==> src/rth_pkg.sv <==
/*
 * shared constants and carrier types for the reload timer, interrupt
 * enable and hold/stop control block.
 * assumes a single system clock and instruction strobes from the core.
 */
package rth_pkg;

    localparam int unsigned TMR_W          = 8;            // counter and reload width
    localparam int unsigned PRESC_W        = 6;            // prescaler width
    localparam int unsigned PRESC_DIV_DEF  = 64;           // slow clock divisor

    // timer mode control fields
    localparam int unsigned MODE_SLOW_BIT  = 0;            // 1 selects divided clock
    localparam int unsigned MODE_TONE_BIT  = 2;            // 1 routes timer to tone pin
    localparam int unsigned MODE_RUN_BIT   = 3;            // 1 runs the counter
    localparam logic [3:0]  MODE_RST       = 4'h0;

    // event, enable and cause bit positions
    localparam int unsigned EV_DIV_BIT     = 0;
    localparam int unsigned EV_PORT_BIT    = 2;
    localparam int unsigned EV_TMR_BIT     = 7;
    localparam int unsigned CAUSE_TMR_BIT  = 5;            // timer cause sits lower
    localparam logic [7:0]  FLAG8_RST      = 8'h00;
    localparam logic [3:0]  FLAG4_RST      = 4'h0;

    // fixed service vectors, in priority order
    localparam logic [10:0] VEC_DIV        = 11'h004;
    localparam logic [10:0] VEC_PORT       = 11'h00C;
    localparam logic [10:0] VEC_TMR        = 11'h020;
    localparam logic [10:0] VEC_NONE       = 11'h000;

    // one-cycle instruction strobes from the core, same clock
    typedef struct packed {
        logic       wr_reload_low;   // store low reload nibble
        logic       wr_reload_high;  // store high reload nibble
        logic       wr_mode;         // write timer_mode_control
        logic       wr_hef;          // write hold_release_enable_mask
        logic       wr_ief;          // write interrupt_enable_mask
        logic       wr_pef;          // write port_change_enable
        logic       wr_wake_en;      // write stop wake enable
        logic       clr_evf;         // clear event_flags by mask
        logic       en_int;          // enable-all instruction
        logic       irq_disable_all_instr;         // irq_disable_all_instr
        logic       hold;            // hold instruction
        logic       stop;            // stop instruction
        logic       int_ack;         // core takes the pending request
        logic [7:0] data;            // immediate / register data
    } rth_instr_t;

    // whole state of the block
    typedef struct packed {
        logic [PRESC_W-1:0] presc;
        logic [TMR_W-1:0]   cnt;
        logic [TMR_W-1:0]   reload;
        logic [3:0]         mode;
        logic [7:0]         event_flags;
        logic [7:0]         interrupt_enable_mask;
        logic [7:0]         hold_release_enable_mask;
        logic [7:0]         hold_release_cause;
        logic [3:0]         port_change_enable;
        logic [3:0]         wake_en;
        logic               inhibit;
        logic               hold;
        logic               stop;
        logic               tone;
        logic               tone_pin;
        logic               push;
        logic [3:0]         wk_s1;
        logic [3:0]         wk_s2;
        logic [3:0]         wk_s3;
    } rth_state_t;

endpackage : rth_pkg

==> src/rth_reload_timer_irq_hold_ctrl.sv <==
/*
 * reload down timer with prescale, tone output routing, event flags,
 * interrupt enable/priority logic and hold/stop power-mode control.
 * assumes instruction strobes and event pulses arrive on i_core_clk and
 * the wake pins are asynchronous; the clock is kept alive for wake-up.
 */
`timescale 1ns/1ps

module rth_reload_timer_irq_hold_ctrl
    import rth_pkg::*;
#(
    parameter int unsigned PRESC_DIV = PRESC_DIV_DEF    // slow clock divisor
)(
    input  wire logic        i_core_clk,                // system clock
    input  wire logic        i_sys_rst,                 // async reset, high
    input  wire rth_instr_t  i_instr,                   // instruction strobes
    input  wire logic        i_div_ovf,                 // divider overflow pulse
    input  wire logic [3:0]  i_port_change,             // per-pin change pulses
    input  wire logic [3:0]  i_wake_input_port,         // async wake pins
    input  wire logic        i_tone_gen_wave,           // separate generator wave
    output logic             o_tone_output_pin,         // tone pin, registered
    output logic [7:0]       o_event_flags,             // event flags
    output logic [7:0]       o_hold_release_cause,      // hold release cause
    output logic             o_irq_req,                 // request to core
    output logic [10:0]      o_irq_vector,              // vector of request
    output logic             o_stack_push,              // push pc pulse
    output logic             o_hold,                    // execution held
    output logic             o_stop                     // oscillator stopped
);

    // refuse divisors the 6-bit prescaler cannot count
    if (PRESC_DIV < 2 || PRESC_DIV > (1 << PRESC_W))
    begin : g_bad_div
        $error("prescale divisor out of range");
    end

    localparam logic [PRESC_W-1:0] PRESC_LAST = PRESC_W'(PRESC_DIV - 1);

    rth_state_t s_q;                                     // registered state
    rth_state_t s_d;                                     // next state
    logic       tick;                                    // counter enable
    logic       underflow;                               // counter passes zero
    logic [7:0] ev_set;                                  // hardware set pulses
    logic [2:0] pend;                                    // enabled requests
    logic [3:0] wake_fall;                               // synced falling edges

    // fixed vector per source, first pending wins
    function automatic logic [10:0] pick_vec(input logic [2:0] p);
        logic [10:0] v;
        v = VEC_NONE;
        if (p[0])
        begin
            v = VEC_DIV;
        end
        else if (p[1])
        begin
            v = VEC_PORT;
        end
        else if (p[2])
        begin
            v = VEC_TMR;
        end
        return v;
    endfunction : pick_vec

    // one-hot event bit of the chosen source
    function automatic logic [7:0] pick_bit(input logic [2:0] p);
        logic [7:0] b;
        b = 8'h00;
        if (p[0])
        begin
            b[EV_DIV_BIT] = 1'b1;
        end
        else if (p[1])
        begin
            b[EV_PORT_BIT] = 1'b1;
        end
        else if (p[2])
        begin
            b[EV_TMR_BIT] = 1'b1;
        end
        return b;
    endfunction : pick_bit

    // combinational view shared by next state and outputs
    always_comb
    begin
        // fast clock every edge, slow clock on prescaler wrap
        tick      = s_q.mode[MODE_SLOW_BIT] ? (s_q.presc == PRESC_LAST) : 1'b1;
        underflow = s_q.mode[MODE_RUN_BIT] && tick && (s_q.cnt == '0);
        ev_set    = 8'h00;
        ev_set[EV_DIV_BIT]  = i_div_ovf;
        ev_set[EV_PORT_BIT] = |(i_port_change & s_q.port_change_enable);
        ev_set[EV_TMR_BIT]  = underflow;
        // enabled requests; port flag already qualified by port enable
        pend[0] = s_q.event_flags[EV_DIV_BIT]  & s_q.interrupt_enable_mask[EV_DIV_BIT];
        pend[1] = s_q.event_flags[EV_PORT_BIT] & s_q.interrupt_enable_mask[EV_PORT_BIT];
        pend[2] = s_q.event_flags[EV_TMR_BIT]  & s_q.interrupt_enable_mask[EV_TMR_BIT];
        // second and third stages only; first stage feeds nothing else
        wake_fall = s_q.wk_s3 & ~s_q.wk_s2 & s_q.wake_en;
    end

    // next state
    always_comb
    begin
        logic [7:0] clr;
        logic [7:0] rel;
        clr  = 8'h00;
        rel  = 8'h00;
        s_d  = s_q;
        s_d.push  = 1'b0;
        s_d.wk_s1 = i_wake_input_port;
        s_d.wk_s2 = s_q.wk_s1;
        s_d.wk_s3 = s_q.wk_s2;

        // prescaler wraps at the divisor so a short divisor still ticks evenly
        s_d.presc = (s_q.presc == PRESC_LAST) ? '0 : s_q.presc + 1'b1;

        // counter: decrement, or reload on passing zero
        if (underflow)
        begin
            s_d.cnt  = s_q.reload;
            s_d.tone = ~s_q.tone;
        end
        else if (s_q.mode[MODE_RUN_BIT] && tick)
        begin
            s_d.cnt = s_q.cnt - 1'b1;
        end

        // reload nibble writes halt the counter
        if (i_instr.wr_reload_low)
        begin
            s_d.reload[3:0]         = i_instr.data[3:0];
            s_d.mode[MODE_RUN_BIT]  = 1'b0;
        end
        if (i_instr.wr_reload_high)
        begin
            s_d.reload[7:4]         = i_instr.data[3:0];
            s_d.mode[MODE_RUN_BIT]  = 1'b0;
        end

        // mode write; bit 1 is kept as written but drives nothing
        if (i_instr.wr_mode)
        begin
            s_d.mode = i_instr.data[3:0];
            if (i_instr.data[MODE_RUN_BIT])
            begin
                s_d.cnt   = s_q.reload;
                s_d.presc = '0;
                clr[EV_TMR_BIT] = 1'b1;
            end
        end

        // write-only masks
        if (i_instr.wr_hef)
        begin
            s_d.hold_release_enable_mask = i_instr.data;
        end
        if (i_instr.wr_ief)
        begin
            s_d.interrupt_enable_mask = i_instr.data;
        end
        if (i_instr.wr_pef)
        begin
            s_d.port_change_enable = i_instr.data[3:0];
        end
        if (i_instr.wr_wake_en)
        begin
            s_d.wake_en = i_instr.data[3:0];
        end

        // interrupt acceptance clears only the served flag
        if (i_instr.int_ack && o_irq_req)
        begin
            clr    = clr | pick_bit(pend);
            s_d.push = 1'b1;
        end
        if (i_instr.clr_evf)
        begin
            clr = clr | i_instr.data;
        end

        // sticky flags; a set in the same cycle beats any clear
        s_d.event_flags = (s_q.event_flags & ~clr) | ev_set;

        // inhibit after acceptance or disable-all; enable-all or mask write lifts it
        if (i_instr.int_ack && o_irq_req)
        begin
            s_d.inhibit = 1'b1;
        end
        else if (i_instr.irq_disable_all_instr)
        begin
            s_d.inhibit = 1'b1;
        end
        else if (i_instr.en_int || i_instr.wr_ief)
        begin
            s_d.inhibit = 1'b0;
        end

        // release causes: flag clear or mask bit cleared drops the cause
        rel[EV_DIV_BIT]    = ev_set[EV_DIV_BIT]  & s_q.hold_release_enable_mask[EV_DIV_BIT];
        rel[EV_PORT_BIT]   = ev_set[EV_PORT_BIT] & s_q.hold_release_enable_mask[EV_PORT_BIT];
        rel[CAUSE_TMR_BIT] = ev_set[EV_TMR_BIT]  & s_q.hold_release_enable_mask[EV_TMR_BIT];
        s_d.hold_release_cause = s_q.hold_release_cause;
        s_d.hold_release_cause[EV_DIV_BIT]    = s_q.hold_release_cause[EV_DIV_BIT]
                                 & ~clr[EV_DIV_BIT] & s_d.hold_release_enable_mask[EV_DIV_BIT];
        s_d.hold_release_cause[EV_PORT_BIT]   = s_q.hold_release_cause[EV_PORT_BIT]
                                 & ~clr[EV_PORT_BIT] & s_d.hold_release_enable_mask[EV_PORT_BIT];
        s_d.hold_release_cause[CAUSE_TMR_BIT] = s_q.hold_release_cause[CAUSE_TMR_BIT]
                                 & ~clr[EV_TMR_BIT] & s_d.hold_release_enable_mask[EV_TMR_BIT];
        if (s_q.hold)
        begin
            s_d.hold_release_cause = s_d.hold_release_cause | rel;
        end

        // hold: timers keep running, only execution stops
        if (s_q.hold)
        begin
            if ((|rel) || o_irq_req)
            begin
                s_d.hold = 1'b0;
            end
        end
        else if (i_instr.hold && (s_q.hold_release_cause == 8'h00))
        begin
            s_d.hold = 1'b1;
        end

        // stop: only an enabled falling wake edge ends it
        if (s_q.stop)
        begin
            if (|wake_fall)
            begin
                s_d.stop = 1'b0;
            end
        end
        else if (i_instr.stop)
        begin
            s_d.stop = 1'b1;
        end

        // tone pin source select, registered so the pin never glitches
        s_d.tone_pin = s_q.mode[MODE_TONE_BIT] ? s_q.tone : i_tone_gen_wave;
    end

    // state register; constants only under reset
    always_ff @(posedge i_core_clk or posedge i_sys_rst)
    begin
        if (i_sys_rst)
        begin
            s_q <= '{presc: '0, cnt: '0, reload: '0, mode: MODE_RST,
                     event_flags: FLAG8_RST, interrupt_enable_mask: FLAG8_RST, hold_release_enable_mask: FLAG8_RST,
                     hold_release_cause: FLAG8_RST, port_change_enable: FLAG4_RST, wake_en: FLAG4_RST,
                     inhibit: 1'b0, hold: 1'b0, stop: 1'b0, tone: 1'b0,
                     tone_pin: 1'b0, push: 1'b0, wk_s1: 4'hF, wk_s2: 4'hF,
                     wk_s3: 4'hF};
        end
        else
        begin
            s_q <= s_d;
        end
    end

    // outputs; request is a combinational handshake term
    assign o_irq_req            = (|pend) && !s_q.inhibit;
    assign o_irq_vector         = pick_vec(pend);
    assign o_tone_output_pin    = s_q.tone_pin;
    assign o_event_flags        = s_q.event_flags;
    assign o_hold_release_cause = s_q.hold_release_cause;
    assign o_stack_push         = s_q.push;
    assign o_hold               = s_q.hold;
    assign o_stop               = s_q.stop;
endmodule : rth_reload_timer_irq_hold_ctrl

==> config.mk <==
export PLATFORM = sky130hd
export DESIGN_NAME = rth_reload_timer_irq_hold_ctrl
export DESIGN_NICKNAME = d
export VERILOG_FILES = /design/src/rth_pkg.sv /design/src/rth_reload_timer_irq_hold_ctrl.sv
export SDC_FILE = /design/constraint.sdc
export NUM_CORES = 1
export LEC_CHECK = 0
export BUFFER_PORTS_ARGS = -buffer_cell sky130_fd_sc_hd__buf_2
export CAP_MARGIN = 5
export CORE_MARGIN = 4
export CORE_UTILIZATION = 58
export DETAILED_ROUTE_END_ITERATION = 10
export PLACE_DENSITY = 0.83
export RECOVER_POWER = 25
export SLEW_MARGIN = 20
export SYNTH_ARGS = -nofsm -noshare
export SYNTH_HDL_FRONTEND = slang
export SYNTH_SLANG_ARGS = --single-unit
==> constraint.sdc <==
create_clock -name i_core_clk -period 5.3 [get_ports i_core_clk]
set_input_delay 0 -clock i_core_clk [delete_from_list [all_inputs] [get_ports i_core_clk]]
set_output_delay 0 -clock i_core_clk [all_outputs]
set_load 0.02 [all_outputs]
* Yosys cells after proc, flatten, opt, wreduce, memory -nomap -nowiden *
Cells that the tools add are included.

word-level totals
  logic and storage cells = 106
  memory bits (read-only) = 0
  memories kept = 0
  latch bits = 0
  memory bits (writable) = 0
  bits of input ports = 33
  flip-flop bits (word level) = 84
  output and inout port bits = 32

cells by class
  add/sub/neg operators = 2
  multiplexer cells = 38
  div/mod/pow operators = 0
  multiply operators = 0
  order comparisons = 0
  eq/ne operators = 1
  bitwise gates (word level) = 26
  reduce and logical (&&, ||, !) cells = 16
  shift-type cells = 0

operator list
  cell                   number
  $mux W8                5
  $mux W6                5
  $mux W14               2
  $mux W1                25
  $or A8 B8 Y8           3
  $logic_not A8 Y1       2
  $and A1 B1 Y1          12
  $and A4 B4 Y4          3
  $and A8 B8 Y8          1
  $not A8 Y8             1
  $or A8 B6 Y8           1
  $reduce_or A4 Y1       2
  $sub A8 B1 Y8 const B  1
  $add A6 B1 Y6 const B  1
  $eq A6 B6 Y1 const B   1
  $reduce_bool A3 Y1     2
  $reduce_or A3 Y1       2
  $logic_and A1 B1 Y1    5
  $mux W4                1
  $not A1 Y1             4
  $not A4 Y4             1
  $logic_or A1 B1 Y1     2
  $logic_not A1 Y1       1

* Logic depth before layout (Yosys ltp) *
Gate-level depths: netlist of run 1.

  word-level depth = 14
  depth in mapped cells = 6
  gate-level depth less buffers = 6

* Least setup slack after synthesis of run 1 *
Ideal clock, no wire load.

  path kind = reg2reg
  start = register s_q[73] in the netlist's numbering
  end = register s_q[70] in the netlist's numbering
  clock period less this slack = 1.730 ns
  slack = 3.570 ns
  setup time = 0.125 ns
  data arrival time = 1.605 ns
  cell stages (with the launch flop) = 6
  path buffers = 1
  required time = 5.175 ns
  cells stage by stage = dfrtp_1 buf_6 or4_4 nor3_4 a21oi_2 mux2_4

RTL lines
  item                    RTL line                               source
  start, declared         rth_reload_timer_irq_hold_ctrl.sv:39   rth_state_t s_q;
  start signal, assigned  rth_reload_timer_irq_hold_ctrl.sv:251  s_q <= '{presc: '0, cnt: '0, reload: '0, mode: MODE_RST,

==> results of run 1 <==
[cells in the final DEF (no fill, tap or decap), types with 6 or more instances in the layout]
cell,Yosys,layout
dfrtp_1,56,56
buf_2,0,43
dlygate4sd3_1,0,31
nand2_1,27,27
mux2_2,23,20
conb_1,1,13
nor2_1,11,11
o21ai_0,10,10
clkbuf_8,0,9
clkbuf_1,2,8
inv_1,8,7
dfstp_2,12,7
nand3_1,6,6
[per-stage QoR]
stage / cell area [sq um] / hold WS [ps] / util / cells
final: 3729 / 4.300 / 0.7347 / 409
after global routing: 3729 / 46.49 / 0.7347 / 409
after global placement: 3224 / 105.0 / 0.6354 / 362
after CTS: 3739 / 3.482 / 0.7367 / 409
after detailed placement: 3224 / 106.3 / 0.6354 / 362
after floorplan: 3073 / 4.478 / - / 267
[worst paths after layout]
| check | start | end | slack [ps] | depth (start not counted) |
|---|---|---|---|---|
| max | s_q[78] | s_q[70] | 3400 | 5 |
| min | i_instr[0] | s_q[66] | 4 | 3 |
| max reg2reg | s_q[78] | s_q[70] | 3400 | 5 |
| min reg2reg | s_d[4] | s_d[0] | 370 | 0 |
| max in group asynchronous | i_sys_rst | o_event_flags[0] | 4330 | 4 |
| min in group asynchronous | i_sys_rst | s_q[70] | 450 | 4 |
[state kept, by name (all words and copies together), names as in the netlist]
name and count:
o_tone_output_pin 1, o_stop 1, o_hold 1, s_q 45, o_hold_release_cause 3, o_stack_push 1, o_event_flags 8, s_d 8
[Yosys cell counts (2+ instances only)]
cell type	number
dfrtp_1	56
a22oi_1	3
mux2_4	3
nor3_1	2
a31o_2	2
mux2_2	23
nor2_1	11
nand3b_1	2
ha_1	2
a21o_1	3
nand4_1	4
and2_1	2
nand3_1	6
o21ai_0	10
clkbuf_1	2
and3_1	3
inv_1	8
o22ai_1	2
nand2_1	27
buf_4	24
a32oi_1	2
xnor2_1	4
or3_1	2
xor2_1	2
a21oi_1	5
nor4_1	3
a21boi_0	5
dfstp_2	12
[layer usage]
metal / part of all wire / routed length, um / global-route usage
met1: 0.39 / 2987 / 0.3221
met4: 0.012 / 91 / 0.08953
met2: 0.54 / 4133 / 0.4528
met5: 0 / 0 / 0
met3: 0.050 / 377 / 0.05942
[where the power goes]
group | switching (W) | internal (W)
clock network | 0.000216 | 0.000224
registers | 0.0000674 | 0.000584
logic | 0.000127 | 0.000112
[worst min-delay path: stages]
cell and delay [ps]:
buf_2 160, nand2_1 80, o21ai_0 70
[cells by family (layout without fill, tap and decap cells)]
family	count (synthesis)	after routing	synth area share
and+or+nand+nor	70	70	0.1190
xor gates and xnor gates	6	6	0.01736
adders and majority gates	2	2	0.008263
AOI/OAI and AO/OA	46	46	0.1079
buffers and inverters	35	107	0.07562
other	1	13	0.001238
muxes	27	27	0.1037
DFF	68	68	0.5669
[layout make-up]
type | count | area (sq um) | share of cell area
clock buffers | 9 | 123.9 | 0.03322
clock inverters | 7 | 80.08 | 0.02148
inverters | 8 | 30.03 | 0.008054
multi-input cells | 164 | 1127 | 0.3023
flip-flops and latches | 68 | 1717 | 0.4604
well taps | 70 | 87.58 | 0.02349
repair buffers | 83 | 563.0 | 0.1510
[timing repair]
item	CTS	global route
endpoints found under the hold margin	94	0
setup buffers	0	0
hold buffers	31	0
==> flow_summary.yaml, run 1 <==
outcome:
  outcome: "completed"
timing:
  finalHoldViolations: 0
  fin_tns_setup_ps: 0
  finalSetupViolations: 0
  maxSlewHeadroom: 0.4620
  final_max_slew_viol_count: 0
  period_needed_ps: 1897
  min_period_over_period: 0.3580
  grt_setup_unrepaired: "no"
  worstMarginPinSlew_ps: 806.9
  final.setup.worst_slack_ps: 3403
  skew_ps: 6.904
  fmax_mhz: 527.1
global_route:
  grt.total_usage: 0.2618
  antenna_found_initial: 0
  grt_pass1_vias: 2404
  grt_overflow: 0
  grt_pass1_wl_um: 12450
  grt_max_degree: 69
clock_tree:
  clk_latency_ps: 340
  cts-buffers-inserted: 9
  cts_buffer_depth: 2
  clk_pin_slew_ps: 80
  htreeDepth: 3
  tritoncts: "yes"
  cts_root_buf: "clkbuf_8"
  ctsResizeCount: 0
  clock-sinks: 68
die:
  placeableCoreArea_sq_mm: 0.005075
  die_w_um: 80.26
  initial_core_util: 0.5966
  die_h_um: 80.26
  die_area_sq_mm: 0.006441
  io-pin-count: 65
  rows: 26
placed_design:
  portBuffers: 51
  post-place-ws_ps: 3435
  place_hpwl_um: 4426
  gp_congestion: 0.8572
detailed_routing:
  ant_nets: 0
  finalWirelength_um: 7590
  drc: 0
  dr_total_vias: 2249
  drt-vias-per-instance: 5.499
  detail_route.wl_per_cell_um: 18.56
  dr.pass1.iters: 4
  first_iter_violations: 164
job:
  drv_cap: 0
final_layout:
  area_growth_pct: 23.14
  fin_nets: 369
  fillers: 319
  drive_gt1_frac: 0.2832
  diodes: 0
worst_hold_path:
  hold_path.class: "input pin to flop"
power_and_ir_drop:
  ir_drop_mv: 0.3214
  power_w: 0.001330
  power_density_mw_per_mm2: 356.6
  p_leak_nw: 1.713
yosys:
  syn_area_per_cell_sq_um: 11.87
  ys_seq_area_frac: 0.5669
  synth.cell_area_sq_mm: 0.003028
  yosysTopAreaCell: "dfrtp_1"
  synth_ff_type: "dfrtp_1"
  netlist.area_leader.share: 0.4628
  synth-seq-cells: 68
  synthCells: 255
  synth_edf_count: 0
  yosysUniqueCellTypes: 53
  async_flop_share: 1.000
  yosys-top-cells-area: "dfrtp_1, dfstp_2, mux2_2"
  ys_warn_count: 0
setup_path:
  worstPathArrival_ps: 2130
  path_cells: "ha_1 > nand4_1 > o22ai_1 > a21oi_2 > mux2_4"
  cp-start-kind: "flop"
  path_delay_family: "compound AO/OA/AOI/OAI gates"
  max_stage_delay_ps: 440
  worstPathRequired_ps: 5530
  cpMaxStageDelayCell: "o22ai_1"
  critical_path_buf_inv_count: 0
  cp-end-kind: "flop"
  cp_max_fo: 7
  critical_path_class: "flop to flop"
No activity file was read; power rests on OpenSTA's default activity.
==> run 2: changes to the inputs <==
- CORE_UTILIZATION: 58 -> 49
- PLACE_DENSITY: 0.83 -> 0.75
- clock period: 5.3 -> 1.7 ns (I/O delays scaled with it)
==> run 2 against run 1 <==
  * Clock skew fell by 0.57 ps
  * Sequential share of layout area fell by 0.70 points
  * Largest power group unchanged
  * Die area rose by 16%
  * Design area rose by 1.5%
  * Utilization fell by 9.9 points
  * Worst setup slack got worse by 3500 ps
  * Global-route usage fell by 6.8 points
  * Count of clock-buffer cells in the layout rose by 1
  * Combinational power rose to 3.5 times the previous value
  * Maximum frequency rose by 5.7%
  * Sequential power rose to 3.1 times the previous value
  * The flow now finishes with violations (setup timing)
==> flow_summary.yaml, run 2 (same netlist as run 1, synthesis figures left out) <==
final_layout:
  largest_reg_flops: 45
  layout_commonest_cell: "dfrtp_1"
  fillers: 439
  area_growth_pct: 25.04
  seq_area_sq_mm: 0.001717
  fin_nets: 373
  layout_common_cells: "dfrtp_1, buf_2, nand2_1, dlygate4sd3_1, mux2_2"
  multi_input_area_sq_mm: 0.001162
  regMostFlops: "s_q"
  diodes: 0
  drive_gt1_frac: 0.3673
  final_core_util: 0.6357
  stdcell_count: 418
detailed_routing:
  dr_total_vias: 2258
  drc: 0
  ant_nets: 0
  finalWirelength_um: 6747
  dr.pass1.iters: 4
  drt-vias-per-instance: 5.402
  detail_route.wl_per_cell_um: 16.14
  first_iter_violations: 150
worst_hold_path:
  hold_path.class: "input pin to flop"
  hp-start: "i_instr[0]"
die:
  initial_core_util: 0.5084
  die_h_um: 86.61
  die_w_um: 86.61
  placeableCoreArea_sq_mm: 0.005956
  io-pin-count: 65
  die_area_sq_mm: 0.007501
  rows: 28
clock_tree:
  cts-buffers-inserted: 9
  cts_buffer_depth: 2
  cts_root_buf: "clkbuf_8"
  htreeDepth: 3
  tritoncts: "yes"
  clk_pin_slew_ps: 80
  clock-sinks: 68
  clk_latency_ps: 340
setup_path:
  cp-end-kind: "flop"
  critical_path_class: "flop to flop"
  cp-start-kind: "flop"
  cp_max_fo: 3
  worstPathRequired_ps: 1930
  cpMaxStageDelayCell: "or4_4"
  critical_path_buf_inv_count: 1
  path_delay_family: "simple AND/OR/NAND/NOR gates"
  max_stage_delay_ps: 560
  crit_cells: 5
  reg2reg_to: "s_q[72]"
  cp-startpoint: "s_q[75]"
  setup.worst_path.end: "s_q[72]"
  reg2reg_from: "s_q[75]"
  r2r_cells: 5
  path_cells: "or4_4 > nor3_4 > a21oi_2 > buf_4 > mux2_4"
  worstPathArrival_ps: 2020
  ff2ff_setup_slack_ps: -90
placed_design:
  dp.cells: 374
  gp_congestion: 0.9464
  place_hpwl_um: 4550
  post-place-ws_ps: 18.49
  portBuffers: 51
power_and_ir_drop:
  p_leak_nw: 1.763
  p_int_w: 0.002846
  ir_drop_mv: 0.7059
  swShare: 0.3076
  power_density_mw_per_mm2: 1086
  seqPwrFrac: 0.489
  clkPwrFrac: 0.310
  p_sw_w: 0.001264
  pwr-share-comb: 0.201
timing:
  finalSetupViolations: 3
  grt_setup_unrepaired: "yes"
  maxSlewHeadroom: 0.4065
  min_period_over_period: 1.056
  finalHoldViolations: 0
  skew_ps: 6.338
  final.setup.worst_slack_ps: -94.89
  period_needed_ps: 1795
  fmax_mhz: 557.1
  final_max_slew_viol_count: 0
  worstMarginPinSlew_ps: 890.3
job:
  drv_cap: 0
global_route:
  grt.total_usage: 0.1942
  grt_overflow: 0
  antenna_found_initial: 0
  grt_max_degree: 69
  grt_pass1_vias: 2356
  grt_pass1_wl_um: 11260
outcome:
  outcome: "finished, violations left"
  violations: "setup timing"
-- run 2: changes by cell type in the layout (fill, tap and decap cells not counted), moves of 3 or more --
cell | before | now
dfstp_2 | 7 | 11
mux2_1 | 3 | 0
dlygate4sd3_1 | 31 | 26
clkbuf_1 | 8 | 0
buf_4 | 1 | 9
inv_6 | 4 | 1
dfstp_1 | 5 | 1
buf_2 | 43 | 51
mux2_2 | 20 | 23
-- run 2: what timing repair did --
action / in CTS / in global routing
endpoints found under the setup margin: 1 / 9
pin swaps: 0 / 2
cloned: 0 / 0
hold buffers: 26 / 0
endpoints found under the hold margin: 93 / 0
setup buffers: 0 / 2
resized for setup: 0 / 7
-- run 2: worst min path at each step --
stage	end	cells after the start	slack (ps)
final	s_q[66]	3	10
after global routing	o_event_flags[5]	2	2
after CTS	o_event_flags[5]	2	0.5
after detailed placement	s_q[61]	3	100
after global placement	o_event_flags[3]	3	100
after floorplan	s_d[4]	0	4
-- run 2: layout make-up --
| type | count | share of cell area |
|---|---|---|
| sequential | 68 | 0.4534 |
| timing repair buffer | 87 | 0.1560 |
| clock inverter | 6 | 0.01157 |
| inverter | 8 | 0.007931 |
| clock buffer | 10 | 0.03933 |
| multi-input combinational | 164 | 0.3070 |
| tap | 75 | 0.02479 |
-- run 2: power by group through the flow --
stage	clock network [W]	registers (W)	logic, W
finish	0.00128	0.00201	0.000826
global route	0.00138	0.00203	0.000907
CTS	0.00130	0.00200	0.000805
detailed placement	0	0.00203	0.000755
global placement	0	0.00201	0.000726
floorplan	0	0.00200	0.000550
-- run 2: worst min-delay path, stage by stage --
cell     delay [ps]
buf_2           170
nand2_1          80
o21ai_0          70
-- run 2: routing by layer --
metal	vias up	routed length (um)	GRT usage
met5	-	0	0
met4	0	116	0.1034
met3	13	417	0.04373
met2	93	3529	0.3122
met1	1114	2683	0.2441
li1	1038	-	-
-- run 2: stage by stage --
| step | instance area (sq um) | setup TNS [ps] | power, W | hold WS, ps |
|---|---|---|---|---|
| global route | 3786 | -489.2 | 0.004318 | 2.171 |
| floorplan | 3073 | -90.99 | 0.002549 | 4.478 |
| global placement | 3296 | 0 | 0.002741 | 99.72 |
| CTS | 3749 | -0.03131 | 0.004100 | 0.5156 |
| detailed placement | 3296 | 0 | 0.002783 | 105.0 |
| finish | 3786 | -267.9 | 0.004110 | 11.29 |
==> run 3: changes to the inputs <==
- MAX_ROUTING_LAYER: unset -> met4
==> run 3 against run 2 <==
  * Non-clock buffer count up 1
  * Count of clock-buffer cells in the layout unchanged
  * Worst hold slack better by 2.2 ps
  * Critical path depth unchanged
  * Largest cell class unchanged
  * The run still ends with setup timing left
  * Power about the same
  * Die area unchanged
  * Clock power about the same
  * Sequential cell count unchanged
  * Utilization up 0.17 points
==> flow_summary.yaml, run 3 (same netlist as run 1, synthesis figures left out) <==
outcome:
  outcome: "finished, violations left"
  violations: "setup timing"
final_layout:
  fillers: 437
  fin_nets: 374
  diodes: 0
  stdcell_count: 419
  largest_reg_flops: 45
  regMostFlops: "s_q"
  area_growth_pct: 25.37
  layout_commonest_cell: "dfrtp_1"
  drive_gt1_frac: 0.3663
  layout_common_cells: "dfrtp_1, buf_2, dlygate4sd3_1, nand2_1, mux2_2"
detailed_routing:
  ant_nets: 0
  drc: 0
  dr.pass1.iters: 4
  first_iter_violations: 126
  met1_length_um: 2760
  wl_met3_um: 396
  drt-vias-per-instance: 5.456
  finalWirelength_um: 6798
  wl_met2_um: 3464
  detail_route.wl_per_cell_um: 16.22
  dr_total_vias: 2286
  highest_layer: "met4"
setup_path:
  cp_max_fo: 3
  cp-start-kind: "flop"
  worstPathArrival_ps: 2030
  critical_path_class: "flop to flop"
  cp-startpoint: "s_q[75]"
  reg2reg_from: "s_q[75]"
  worstPathRequired_ps: 1930
  cp-end-kind: "flop"
job:
  drv_cap: 0
timing:
  final.setup.worst_slack_ps: -98.07
  finalSetupViolations: 5
  finalHoldViolations: 0
  final_max_slew_viol_count: 0
  grt_setup_unrepaired: "yes"
  worstMarginPinSlew_ps: 904.3
  fmax_mhz: 556.2
  skew_ps: 7.250
  period_needed_ps: 1798
  min_period_over_period: 1.058
  maxSlewHeadroom: 0.3971
  fin_tns_setup_ps: -294.5
power_and_ir_drop:
  power_density_mw_per_mm2: 1082
  power_w: 0.004108
  p_leak_nw: 1.767
  ir_drop_mv: 0.7152
die:
  die_area_sq_mm: 0.007501
  die_h_um: 86.61
  placeableCoreArea_sq_mm: 0.005956
  rows: 28
  initial_core_util: 0.5084
  die_w_um: 86.61
  io-pin-count: 65
clock_tree:
  clk_latency_ps: 340
  htreeDepth: 3
  tritoncts: "yes"
  cts_root_buf: "clkbuf_8"
  clk_pin_slew_ps: 80
  clock-sinks: 68
  cts-buffers-inserted: 9
  cts_buffer_depth: 2
placed_design:
  dp.cells: 374
  portBuffers: 51
  gp_congestion: 0.9635
  place_hpwl_um: 4550
  post-place-ws_ps: 18.49
worst_hold_path:
  hp-start: "i_instr[0]"
  hold_path.class: "input pin to flop"
global_route:
  grt_pass1_vias: 2354
  grt_max_degree: 69
  antenna_found_initial: 0
  grt_pass1_wl_um: 11250
  grt_overflow: 0
  grt.total_usage: 0.1998
run 3: cell types whose count changed in the layout (fill, tap and decap cells not counted), sizes merged:
cell | previous run | this run
dlygate4sd3 | 26 | 27
run 3: layer usage:
metal,GRT usage,vias up
li1,-,1040
met1,0.2447,1133
met2,0.3136,94
met3,0.04848,19
met4,0.09065,0
met5,-,-
run 3: path summary, 6_finish.rpt:
check | endpoint | slack [ps] | depth (start not counted)
worst max-delay path | s_q[72] | -100 | 5
worst max register to register | s_q[72] | -100 | 5
worst min-delay path | s_q[66] | 10 | 3
max in group asynchronous | o_event_flags[6] | 620 | 4
min in group asynchronous | s_q[61] | 510 | 4
worst min register to register | s_d[1] | 360 | 0
run 3: critical path, stage by stage (launching register included):
cell and delay (ps):
dfrtp_1 390, or4_4 570, nor3_4 180, a21oi_2 90, buf_4 160, mux2_4 290
run 3: what timing repair did:
item                       in CTS  in global routing
pin swaps                       0                  2
gates resized for setup         0                  7
setup buffers                   0                  2
hold buffers                   26                  1
hold endpoints to repair       93                  1
setup endpoints to repair       1                  9
run 3: cell type report:
class / count / area [sq um] / share of cell area
clock buffer: 10 / 148.9 / 0.03922
tap: 75 / 93.84 / 0.02472
clock inverter: 6 / 43.79 / 0.01154
multi-input combinational: 164 / 1162 / 0.3062
inverter: 8 / 30.03 / 0.007910
timing repair buffer: 88 / 600.6 / 0.1582
sequential: 68 / 1717 / 0.4522
run 3: power breakdown:
| part | internal, W | switching [W] |
|---|---|---|
| logic | 0.000399 | 0.000428 |
| clock network | 0.000627 | 0.000645 |
| registers | 0.00182 | 0.000188 |
run 3: through the flow:
stage / instance area, sq um / utilization / hold WS (ps)
global placement: 3296 / 0.5534 / 99.72
detailed placement: 3296 / 0.5534 / 105.0
CTS: 3749 / 0.6294 / 0.5156
global route: 3796 / 0.6374 / 35.92
finish: 3796 / 0.6374 / 13.50
floorplan: 3073 / - / 4.478
